--- config.mk ---
export PLATFORM = sky130hd
export DESIGN_NAME = proc_bus_error_log_and_misc_ctrl
export DESIGN_NICKNAME = d
export VERILOG_FILES = /design/src/hdl/pb_err_pkg.sv /design/src/hdl/pb_lane_parity.sv /design/src/hdl/proc_bus_error_log_and_misc_ctrl.sv
export SDC_FILE = /design/constraint.sdc
export NUM_CORES = 1
export LEC_CHECK = 0
export BUFFER_PORTS_ARGS = -buffer_cell sky130_fd_sc_hd__buf_4
export CAP_MARGIN = 10
export CORE_AREA = 2 2 126 128
export DETAILED_ROUTE_END_ITERATION = 7
export DIE_AREA = 0 0 128 130
export PLACE_DENSITY = 0.75
export SLEW_MARGIN = 30
export SYNTH_ARGS = -nofsm -noshare
export SYNTH_HDL_FRONTEND = slang
export SYNTH_HIERARCHICAL = 1
export SYNTH_SLANG_ARGS = --single-unit
export TNS_END_PERCENT = 100
--- constraint.sdc ---
create_clock -name clk -period 2.5 [get_ports clk]
set_input_delay 0.25 -clock clk [delete_from_list [all_inputs] [get_ports clk]]
set_output_delay 0.25 -clock clk [all_outputs]
set_load 0.1 [all_outputs]
--- src/hdl/pb_err_pkg.sv ---
// constants and carrier types for the processor bus error log and misc control block
// assumes a single processor bus clock and a synchronous active-low reset
package pb_err_pkg;

  // register offsets on the 12-bit register port
  localparam logic [11:0] ERR_CTRL_STATUS_OFS = 12'h02b0;
  localparam logic [11:0] ERR_ADDR_LOG_OFS    = 12'h02b4;
  localparam logic [11:0] MISC_CTRL_OFS       = 12'h02c0;

  // error control/status field positions
  localparam int MULTI_ERR_BIT = 25;
  localparam int ERR_FLAG_BIT  = 24;
  localparam int TT_LOG_LSB    = 11;
  localparam int SIZ_LOG_LSB   = 4;

  // misc control field positions
  localparam int RETRY_LIM_LSB = 8;
  localparam int EXT_CYCLE_BIT = 7;
  localparam int CFG_ONES_BIT  = 6;
  localparam int MISALIGN_BIT  = 5;
  localparam int XFER_ERR_BIT  = 4;
  localparam int ADDR_RTY_BIT  = 3;
  localparam int DPAR_EN_BIT   = 2;
  localparam int APAR_EN_BIT   = 1;
  localparam int PAR_SEL_BIT   = 0;

  // retries per step of the retry limit field
  localparam int RETRY_UNIT = 64;

  // misc control word, layout matches bits 11:0 of the register
  typedef struct packed {
    logic [3:0] retry_limit;
    logic       extended_cycle_enable;
    logic       cfg_abort_all_ones_select;
    logic       misaligned_mode;
    logic       transfer_error_signal_enable;
    logic       address_retry_enable;
    logic       data_parity_check_enable;
    logic       address_parity_check_enable;
    logic       parity_even;
  } misc_ctrl_t;

  localparam misc_ctrl_t MISC_CTRL_RESET = 12'h0070;

  // logged error record
  typedef struct packed {
    logic [31:0] addr;
    logic [4:0]  tt;
    logic [3:0]  siz;
  } err_rec_t;

  localparam err_rec_t ERR_REC_RESET = '0;

endpackage

--- src/hdl/pb_lane_parity.sv ---
// per-byte-lane parity generator and checker
// assumes bus sampled synchronously to clk; check result is one registered pulse
`timescale 1ns/1ps
`default_nettype none
module pb_lane_parity #(
  parameter int LANES = 4
) (
  input  wire logic               clk,
  input  wire logic               rst_n,
  input  wire logic [LANES*8-1:0] bus_val,
  input  wire logic [LANES-1:0]   par_in,
  input  wire logic               sample,
  input  wire logic               check_en,
  input  wire logic               even_sel,
  output logic      [LANES-1:0]   par_gen,
  output logic                    par_err
);

  logic [LANES-1:0] mism;

  // parity per lane; odd sense adds the inverting term
  for (genvar i = 0; i < LANES; i++) begin : g_lane
    assign par_gen[i] = (^bus_val[i*8 +: 8]) ^ ~even_sel;
    assign mism[i]    = par_gen[i] ^ par_in[i];
  end

  // mismatch only counted while checking is enabled
  always_ff @(posedge clk) begin
    if (!rst_n) begin
      par_err <= 1'b0;
    end else begin
      par_err <= sample && check_en && (|mism);
    end
  end

endmodule
`default_nettype wire

--- src/hdl/proc_bus_error_log_and_misc_ctrl.sv ---
// processor bus error address log and miscellaneous control/status registers
// assumes one processor bus clock, register port requests synchronous to clk
// Operation
// - address of a failing transaction is stored in the address log
// - max retry error, parity error or own transfer error ack trigger logging
// - logging sets the error flag, which freezes the log contents
// - later errors do not overwrite the log while the flag is set, except in the cycle of a clearing write
// - software writes one to the flag to clear it and re-arm logging
// - second error while logged sets multiple-error flag; cleared with error flag
// - retry limit zero means unlimited, otherwise N times 64 retries
// - extended 16 or 24 byte master cycles only when enabled
// - config master-abort returns all ones or transfer error as selected
// - misaligned transfer set accepted only when mode bit set; resets set
// - transfer error ack never driven when its signalling is disabled
// - address retry driven only when enabled, always when condition applies
// - retry register writes during other writer, reads during eeprom load
// - retry posted writes with no free buffer and all reads toward pci
// - prefetched data kept only while address retry is enabled
// - data parity checked only when enabled; mismatch is parity error
// - address parity checked only when enabled; mismatch is parity error
`timescale 1ns/1ps
`default_nettype none
module proc_bus_error_log_and_misc_ctrl
  import pb_err_pkg::*;
#(
  parameter int CNT_W = 10
) (
  input  wire logic        clk,
  input  wire logic        rst_n,
  // register port
  input  wire logic        reg_req,
  input  wire logic        reg_wr,
  input  wire logic [11:0] reg_addr,
  input  wire logic [31:0] reg_wdata,
  output logic      [31:0] reg_rdata,
  output logic             reg_ack,
  // slave transaction in flight
  input  wire logic        slv_valid,
  input  wire logic [31:0] slv_addr,
  input  wire logic [4:0]  slv_tt,
  input  wire logic [3:0]  slv_siz,
  input  wire logic        slv_reg_write,
  input  wire logic        slv_reg_read,
  input  wire logic        slv_posted_write,
  input  wire logic        slv_pci_read,
  input  wire logic        slv_misaligned,
  input  wire logic        other_reg_write_busy,
  input  wire logic        eeprom_loading,
  input  wire logic        write_buffer_free,
  input  wire logic        slv_fault,
  input  wire logic        cfg_master_abort,
  input  wire logic        prefetch_keep_enable,
  // own master transaction
  input  wire logic        mst_retried,
  input  wire logic        mst_done,
  input  wire logic [31:0] mst_addr,
  input  wire logic [4:0]  mst_tt,
  input  wire logic [3:0]  mst_siz,
  input  wire logic        mst_ext_req,
  // parity pins
  input  wire logic [31:0] addr_bus,
  input  wire logic [3:0]  addr_par_in,
  input  wire logic [63:0] data_bus,
  input  wire logic [7:0]  data_par_in,
  input  wire logic        addr_sample,
  input  wire logic        data_sample,
  output logic      [3:0]  addr_par_out,
  output logic      [7:0]  data_par_out,
  // processor bus control outputs (open drain, low active), then active-high internal controls
  output logic             bus_transfer_error_ack_n_o,
  output logic             bus_transfer_error_ack_n_oe,
  output logic             bus_address_retry_n_o,
  output logic             bus_address_retry_n_oe,
  output logic             cfg_all_ones,
  output logic             mst_abandon,
  output logic             mst_ext_allow,
  output logic             misaligned_accept,
  output logic             prefetch_keep_active,
  output misc_ctrl_t       misc_ctrl
);

  misc_ctrl_t       misc_r;
  err_rec_t         log_r;
  logic             err_flag_r;
  logic             multi_err_r;
  logic             tea_r;
  logic             artry_r;
  logic             ones_r;
  logic             abandon_r;
  logic [CNT_W-1:0] retry_cnt_r;
  logic [CNT_W-1:0] retry_cnt_nxt;
  logic [CNT_W-1:0] retry_lim;
  logic             addr_perr;
  logic             data_perr;
  logic             err_evt;
  logic             err_clr;
  logic             wr_misc;
  logic             retry_cond;
  logic             tea_cause;
  err_rec_t         err_src;

  assign misc_ctrl = misc_r;

  // software write strobes
  assign wr_misc = reg_req && reg_wr && (reg_addr == MISC_CTRL_OFS);
  assign err_clr = reg_req && reg_wr && (reg_addr == ERR_CTRL_STATUS_OFS)
                   && reg_wdata[ERR_FLAG_BIT];

  // misc control register
  always_ff @(posedge clk) begin
    if (!rst_n) begin
      misc_r <= MISC_CTRL_RESET;
    end else if (wr_misc) begin
      misc_r <= reg_wdata[RETRY_LIM_LSB+3:0];
    end
  end

  // register read data and one-cycle acknowledge
  always_ff @(posedge clk) begin
    if (!rst_n) begin
      reg_rdata <= 32'h0000_0000;
      reg_ack   <= 1'b0;
    end else begin
      reg_ack   <= reg_req;
      reg_rdata <= 32'h0000_0000;
      if (reg_req && !reg_wr) begin
        case (reg_addr)
          ERR_CTRL_STATUS_OFS: begin
            reg_rdata[MULTI_ERR_BIT]              <= multi_err_r;
            reg_rdata[ERR_FLAG_BIT]               <= err_flag_r;
            reg_rdata[TT_LOG_LSB +: 5]            <= log_r.tt;
            reg_rdata[SIZ_LOG_LSB +: 4]           <= log_r.siz;
          end
          ERR_ADDR_LOG_OFS: reg_rdata <= log_r.addr;
          MISC_CTRL_OFS:    reg_rdata[RETRY_LIM_LSB+3:0] <= misc_r;
          default:          reg_rdata <= 32'h0000_0000;
        endcase
      end
    end
  end

  // parity generation and checking, address lanes
  pb_lane_parity #(
    .LANES(4)
  ) u_addr_par (
    .clk      (clk),
    .rst_n    (rst_n),
    .bus_val  (addr_bus),
    .par_in   (addr_par_in),
    .sample   (addr_sample),
    .check_en (misc_r.address_parity_check_enable),
    .even_sel (misc_r.parity_even),
    .par_gen  (addr_par_out),
    .par_err  (addr_perr)
  );

  // parity generation and checking, data lanes
  pb_lane_parity #(
    .LANES(8)
  ) u_data_par (
    .clk      (clk),
    .rst_n    (rst_n),
    .bus_val  (data_bus),
    .par_in   (data_par_in),
    .sample   (data_sample),
    .check_en (misc_r.data_parity_check_enable),
    .even_sel (misc_r.parity_even),
    .par_gen  (data_par_out),
    .par_err  (data_perr)
  );

  // retry limit in retries; zero means no limit
  assign retry_lim = CNT_W'(misc_r.retry_limit) * CNT_W'(RETRY_UNIT);

  // retry counter next value
  always_comb begin
    retry_cnt_nxt = retry_cnt_r;
    if (mst_done || abandon_r) begin
      retry_cnt_nxt = '0;
    end else if (mst_retried) begin
      retry_cnt_nxt = retry_cnt_r + CNT_W'(1);
    end
  end

  // master retry counting and abandon pulse
  always_ff @(posedge clk) begin
    if (!rst_n) begin
      retry_cnt_r <= '0;
      abandon_r   <= 1'b0;
    end else begin
      retry_cnt_r <= retry_cnt_nxt;
      abandon_r   <= !abandon_r && !mst_done && mst_retried
                     && (misc_r.retry_limit != 4'h0)
                     && (retry_cnt_nxt == retry_lim);
    end
  end

  assign mst_abandon   = abandon_r;
  assign mst_ext_allow = mst_ext_req && misc_r.extended_cycle_enable;

  // slave accepts misaligned set only in that mode
  assign misaligned_accept = slv_valid && slv_misaligned && misc_r.misaligned_mode;

  // prefetch data kept only with address retry on
  assign prefetch_keep_active = prefetch_keep_enable && misc_r.address_retry_enable;

  // slave retry conditions
  assign retry_cond = slv_valid && (
      (slv_reg_write && other_reg_write_busy) ||
      (slv_reg_read && eeprom_loading) ||
      (slv_posted_write && !write_buffer_free) ||
      slv_pci_read);

  // address retry driven only when enabled
  always_ff @(posedge clk) begin
    if (!rst_n) begin
      artry_r <= 1'b0;
    end else begin
      artry_r <= retry_cond && misc_r.address_retry_enable;
    end
  end

  assign bus_address_retry_n_o  = 1'b0;
  assign bus_address_retry_n_oe = artry_r;

  // transfer error causes: slave fault or mapped config abort
  assign tea_cause = slv_fault
                     || (cfg_master_abort && !misc_r.cfg_abort_all_ones_select);

  // transfer error ack and all-ones answer
  always_ff @(posedge clk) begin
    if (!rst_n) begin
      tea_r  <= 1'b0;
      ones_r <= 1'b0;
    end else begin
      tea_r  <= tea_cause && misc_r.transfer_error_signal_enable;
      ones_r <= cfg_master_abort && misc_r.cfg_abort_all_ones_select;
    end
  end

  assign bus_transfer_error_ack_n_o  = 1'b0;
  assign bus_transfer_error_ack_n_oe = tea_r;
  assign cfg_all_ones                = ones_r;

  // logging events; master address used for max retry errors
  assign err_evt = abandon_r || addr_perr || data_perr || tea_r;
  assign err_src = abandon_r ? err_rec_t'{addr: mst_addr, tt: mst_tt, siz: mst_siz}
                             : err_rec_t'{addr: slv_addr, tt: slv_tt, siz: slv_siz};

  // error flag; a new error wins over a same-cycle clear
  always_ff @(posedge clk) begin
    if (!rst_n) begin
      err_flag_r <= 1'b0;
    end else if (err_evt) begin
      err_flag_r <= 1'b1;
    end else if (err_clr) begin
      err_flag_r <= 1'b0;
    end
  end

  // log capture only while disarmed flag or being cleared
  always_ff @(posedge clk) begin
    if (!rst_n) begin
      log_r <= ERR_REC_RESET;
    end else if (err_evt && (!err_flag_r || err_clr)) begin
      log_r <= err_src;
    end
  end

  // multiple error flag follows the error flag clear
  always_ff @(posedge clk) begin
    if (!rst_n) begin
      multi_err_r <= 1'b0;
    end else if (err_clr) begin
      multi_err_r <= 1'b0;
    end else if (err_evt && err_flag_r) begin
      multi_err_r <= 1'b1;
    end
  end
endmodule
`default_nettype wire

# Word level (Yosys, flattened, before mapping)
# Cells that the tools add are included.
# word_totals
regBits	104
input_bits	255
out_inout_bits	66
word_cells	127
# classes
add_sub_neg	1
n_eq_ne	4
n_mux	11
n_bitwise	26
reduce_logical	61
# op_table
operator	n
$reduce_xor A8 Y1	12
$mux W41	1
$eq A12 B10 Y1 const B	3
$logic_and A1 B1 Y1	27
$xor A1 B1 Y1	24
$mux W10	2
$pmux W4 S2	2
$pmux W4 S3	1
$add A10 B1 Y10 const B	1
$eq A10 B10 Y1	1
$logic_or A1 B1 Y1	9
$reduce_or A8 Y1	1
$logic_not A1 Y1	6
$pmux W3 S2	1
$pmux W2 S2	1
$reduce_bool A4 Y1	1
$reduce_or A4 Y1	1
$pmux W1 S3	1
$reduce_and A3 Y1	1
$mux W1	2
$not A1 Y1	2
$reduce_and A2 Y1	1
$reduce_bool A2 Y1	1
$reduce_or A2 Y1	1

# Logic depth before layout (Yosys ltp)
# depth
depth_word	6
depth_mapped	7
ltp_nobuf	6

# Modules after synthesis
# Netlist, hierarchy kept.
# modules_own_cells
module	instances	cells_each	area_per_inst_um2	seq_area_each_um2
proc_bus_error_log_and_misc_ctrl	1	447	4269.1	2042.0
pb_lane_parity (u_data_par)	1	70	832.0	20.0
pb_lane_parity (u_addr_par)	1	41	430.4	20.0

# Worst setup path after synthesis
# OpenSTA, ideal clock, no wires.
# synth_timing
kind	reg-to-output
start	reg misc_r (netlist bit misc_ctrl[0])
end	out data_par_out[0]
arrival_time_ps	3178
required_time_ps	2250
setup_slack_ps	-928
stages_incl_launch_ff	4
n_path_buf	1
path_cell_list	dfxtp_1 -> clkbuf_1 -> xnor2_1 -> xnor2_1
# synth_via
elab_chain_cells	2
# synth_lines
item	line_no	source
from (decl)	proc_bus_error_log_and_misc_ctrl.sv:82	misc_ctrl_t misc_r;
from (signal assigned)	proc_bus_error_log_and_misc_ctrl.sv:114	misc_r <= reg_wdata[RETRY_LIM_LSB+3:0];
$not A1 Y1	pb_lane_parity.sv:23	assign par_gen[i] = (^bus_val[i*8 +: 8]) ^ ~even_sel;
$xor A1 B1 Y1	pb_lane_parity.sv:23	
to (decl)	proc_bus_error_log_and_misc_ctrl.sv:68	output logic [7:0] data_par_out,
# Every way passes these cells.

# Worst setup path after layout
# layout_timing
start	reg misc_r (netlist bit misc_ctrl[0])
end	out addr_par_out[2]
# layout_via
elab_chain_cells	2
# layout_lines
item	line_no	source
$not A1 Y1	pb_lane_parity.sv:23	
$xor A1 B1 Y1	pb_lane_parity.sv:23	
to (decl)	proc_bus_error_log_and_misc_ctrl.sv:67	output logic [3:0] addr_par_out,
# Every way passes these cells.

==> summary.txt <==
Power
  • Worst IR Drop VDD: 0.000286 V
  • Power per standard cell area: 602 nW/um^2
  • Lkg Pwr: 0.00372 uW

Job
  • # Max-Cap Violations: 0

Critical path
  • Worst reg-to-reg path cell count: 4
  • Startpoint type of the worst setup path: flip-flop
  • Largest incremental delay on the critical path: 0.61 ns
  • Type of destination of the critical path: primary output
  • Crit path from: misc_ctrl[0]
  • Critical path class: flip-flop to primary output
  • Endpoint of the worst setup timing path: addr_par_out[2]
  • Critical-path cell with the highest stage delay: dfxtp_2
  • Startpoint of the worst register-to-register path: retry_cnt_r[0]
  • Data arrival time of the critical path: 2.00 ns
  • Worst-path fanout max: 15
  • CP Data Required Time: 2.25 ns
  • Most numerous cell on the critical path: xnor2_2
  • End of the worst register-to-register path: mst_abandon
  • Register-to-register setup slack: 0.40 ns
  • Critical path cell sequence: xnor2_2 > xnor2_1 > xnor2_2 > xor2_4 > buf_4

Timing
  • Final worst path period need: 2.25 ns
  • Number of hold-slack violations in the final timing report: 0
  • Setup TNS Final: 0 ns
  • RSZ-0062 raised after global routing: no
  • Worst relative slew slack: 60.0%
  • Final Cycle Share: 90.0%
  • Final setup fails: 0
  • Final worst-path setup slack: 0.251 ns
  • Measured slew at the worst slew-check pin: 0.601 ns
  • Fmax: 445 MHz
  • Clock tree skew after final layout: 0.00726 ns
  • Final Slew Violations: 0

Logic synthesis
  • Post-synthesis average cell area: 9.91 sq um
  • Post-synthesis register bit count: 104
  • Count of synthesis-stage warnings from yosys: 6
  • Leading cell types by total area after synthesis: dfxtp_1, xnor2_1, mux2i_1
  • Synthesized instance count: 558
  • Fraction of synthesized cell area taken by the top area cell type: 37.6%
  • Top cell type by total area after synthesis: dfxtp_1
  • Summed instance area of the synthesized netlist: 5530 sq um
  • Number of distinct library cell variants in the gate-level netlist after synthesis: 49
  • Sequential cell area fraction in the yosys report: 37.6%

Floorplan
  • Chip width: 128 um
  • Starting utilization of the core area: 35.9%
  • Vert. Die Dim: 130 um
  • Count of pins on the block boundary: 321
  • Area of the die: 16600 sq um
  • Placement Rows: 46
  • Core ar.: 15400 sq um

Clock network
  • Clock transition at the register clock pins on the worst setup and hold paths after CTS: 0.07 ns
  • Inserted Clock Buffers: 9
  • CTS HTree Levels: 3
  • Post-CTS Repair Setup Buffers: 0
  • Clock tree from TritonCTS: yes
  • Worst-skew pair later-pin latency: 0.34 ns
  • Clock sinks: 104
  • Post-cts gate resize count: 0
  • Clock tree root driver cell: clkbuf_16
  • CTS hold repair buffers: 0
  • Maximum root-to-sink buffer count: 2

Cells and area
  • Layout Nets: 1097
  • Area overhead of the layout relative to synthesis: 53.0%
  • Utilization after layout: 54.9%
  • Antenna cell count: 0
  • Share of final-layout standard cells stronger than drive strength 1: 42.1%
  • Most frequent cells in the layout: buf_4, dfxtp_1, xnor2_1
  • Most common cell after layout, fill and taps aside: buf_4

Global route
  • Largest net degree at the start of global routing: 44
  • Global-route congestion overflow total: 0
  • Initial antenna violation count: 1
  • First-pass GRT wire length: 25000 um
  • Via count of the first global-routing pass: 4740
  • Total routing usage reported by global routing: 19.5%

Drt
  • DRT antenna net count: 0
  • Vias per std cell: 5.00
  • Vias after detailed routing: 5193
  • Number of remaining DRC errors: 0
  • Count of routing violations after the opening detailed-route iteration: 229
  • Routed len/inst: 16.5 um
  • Detailed-routing iteration count for the pre-antenna-repair pass: 5
  • Total wirelength of the detailed-routed design: 17100 um

Min path
  • Number of stages on the worst hold path: 3
  • Path category of the worst min-delay check: primary input to flip-flop

Placement
  • HPWL Detailed: 13700 um
  • Number of input and output port buffers inserted: 299
  • Placer's final routability congestion estimate: 0.813
  • Setup slack at placement: 0.290 ns

Status
  • Status: finished clean
==> critical path: cells and delay by family (launching register included) <==
| family | cells | cell delay (ns) |
|---|---|---|
| XOR/XNOR | 4 | 0.73 |
| flip-flops | 1 | 0.61 |
| buffers and inverters | 1 | 0.30 |
==> how the worst min path moves through the flow <==
| stage | end | from |
|---|---|---|
| 3_3_place_gp | reg_rdata[14] | log_r[23] |
| 6_report | misc_ctrl[4] | reg_wdata[4] |
| 4_1_cts | misc_ctrl[4] | reg_wdata[4] |
| 5_1_grt | misc_ctrl[4] | reg_wdata[4] |
| 2_1_floorplan | bus_transfer_error_ack_n_oe | slv_fault |
| 3_5_place_dp | reg_rdata[15] | log_r[8] |
==> layer usage <==
layer	vias up	GRT usage [%]	part of all wire (%)
li1	2568	-	-
met2	209	37.4	54
met3	16	5.33	8.2
met5	-	0	0
met4	0	4.85	1.1
met1	2400	21.2	37
==> cells by family (layout without fill, tap and decap cells) <==
group | Yosys count | in the layout | synth area share (%)
AOI/OAI and AO/OA | 133 | 133 | 15.9
xor gates and xnor gates | 109 | 109 | 22.6
adders and majority gates | 1 | 1 | 0.226
buffers and inverters | 48 | 335 | 3.94
DFF | 104 | 104 | 37.6
muxes | 45 | 45 | 8.14
other | 1 | 2 | 0.0678
and+or+nand+nor | 117 | 117 | 11.4
==> sequential cells by signal, summed over array words and instances (netlist names) <==
| register | flops |
|---|---|
| bus_transfer_error_ack_n_oe | 1 |
| misc_ctrl | 12 |
| err_flag_r | 1 |
| u_data_par/par_err | 1 |
| retry_cnt_r | 10 |
| cfg_all_ones | 1 |
| multi_err_r | 1 |
| mst_abandon | 1 |
| log_r | 41 |
| reg_ack | 1 |
| reg_rdata | 32 |
| bus_address_retry_n_oe | 1 |
| u_addr_par/par_err | 1 |
==> synthesized netlist by cell type, drive strengths merged <==
| cell type | n |
|---|---|
| nand2b | 2 |
| clkbuf | 29 |
| o211a | 2 |
| xor3 | 2 |
| or3 | 5 |
| a221oi | 1 |
| xor2 | 13 |
| nor4 | 6 |
| nand3 | 9 |
| a211oi | 42 |
| dfxtp | 104 |
| nor4b | 1 |
| a2111oi | 1 |
| or2 | 1 |
| conb | 1 |
| nor2b | 2 |
| and2 | 7 |
| xnor3 | 18 |
| and3 | 19 |
| nor2 | 20 |
| a21oi | 60 |
| and3b | 1 |
| or4 | 4 |
| a222oi | 5 |
| nand2 | 31 |
| mux2i | 45 |
| buf | 12 |
| a31oi | 1 |
| nand4 | 3 |
| inv | 7 |
| o21ai | 5 |
| xnor2 | 76 |
| and4 | 1 |
| ha | 1 |
| o211ai | 2 |
| a22o | 13 |
| nor3b | 1 |
| o31ai | 1 |
| nor3 | 4 |
==> through the flow <==
step	instances	power (uW)	area (sq um)	hold WS [ns]
3_5_place_dp	1022	3750	8170	0.465
4_1_cts	1038	5160	8460	0.109
5_1_grt	1038	5290	8460	0.112
3_3_place_gp	1022	3730	8170	0.451
6_report	1038	5090	8460	0.119
2_1_floorplan	559	3190	5740	0.367
==> power breakdown <==
group | switching [uW] | total (uW) | internal, uW
clock | 617 | 1400 | 782
sequential | 29.9 | 1740 | 1710
combinational | 1120 | 1960 | 838
total | 1770 | 5090 | 3330
==> area by class of cell <==
class	count	area [sq um]
flip-flops and latches	104	2080
fillers	1410	6960
multi-input cells	407	3450
repair buffers	312	2370
inverters	7	26.3
clock buffers	10	229
well taps	192	240
clock inverters	6	67.6
(Power assumes the default switching activity.)
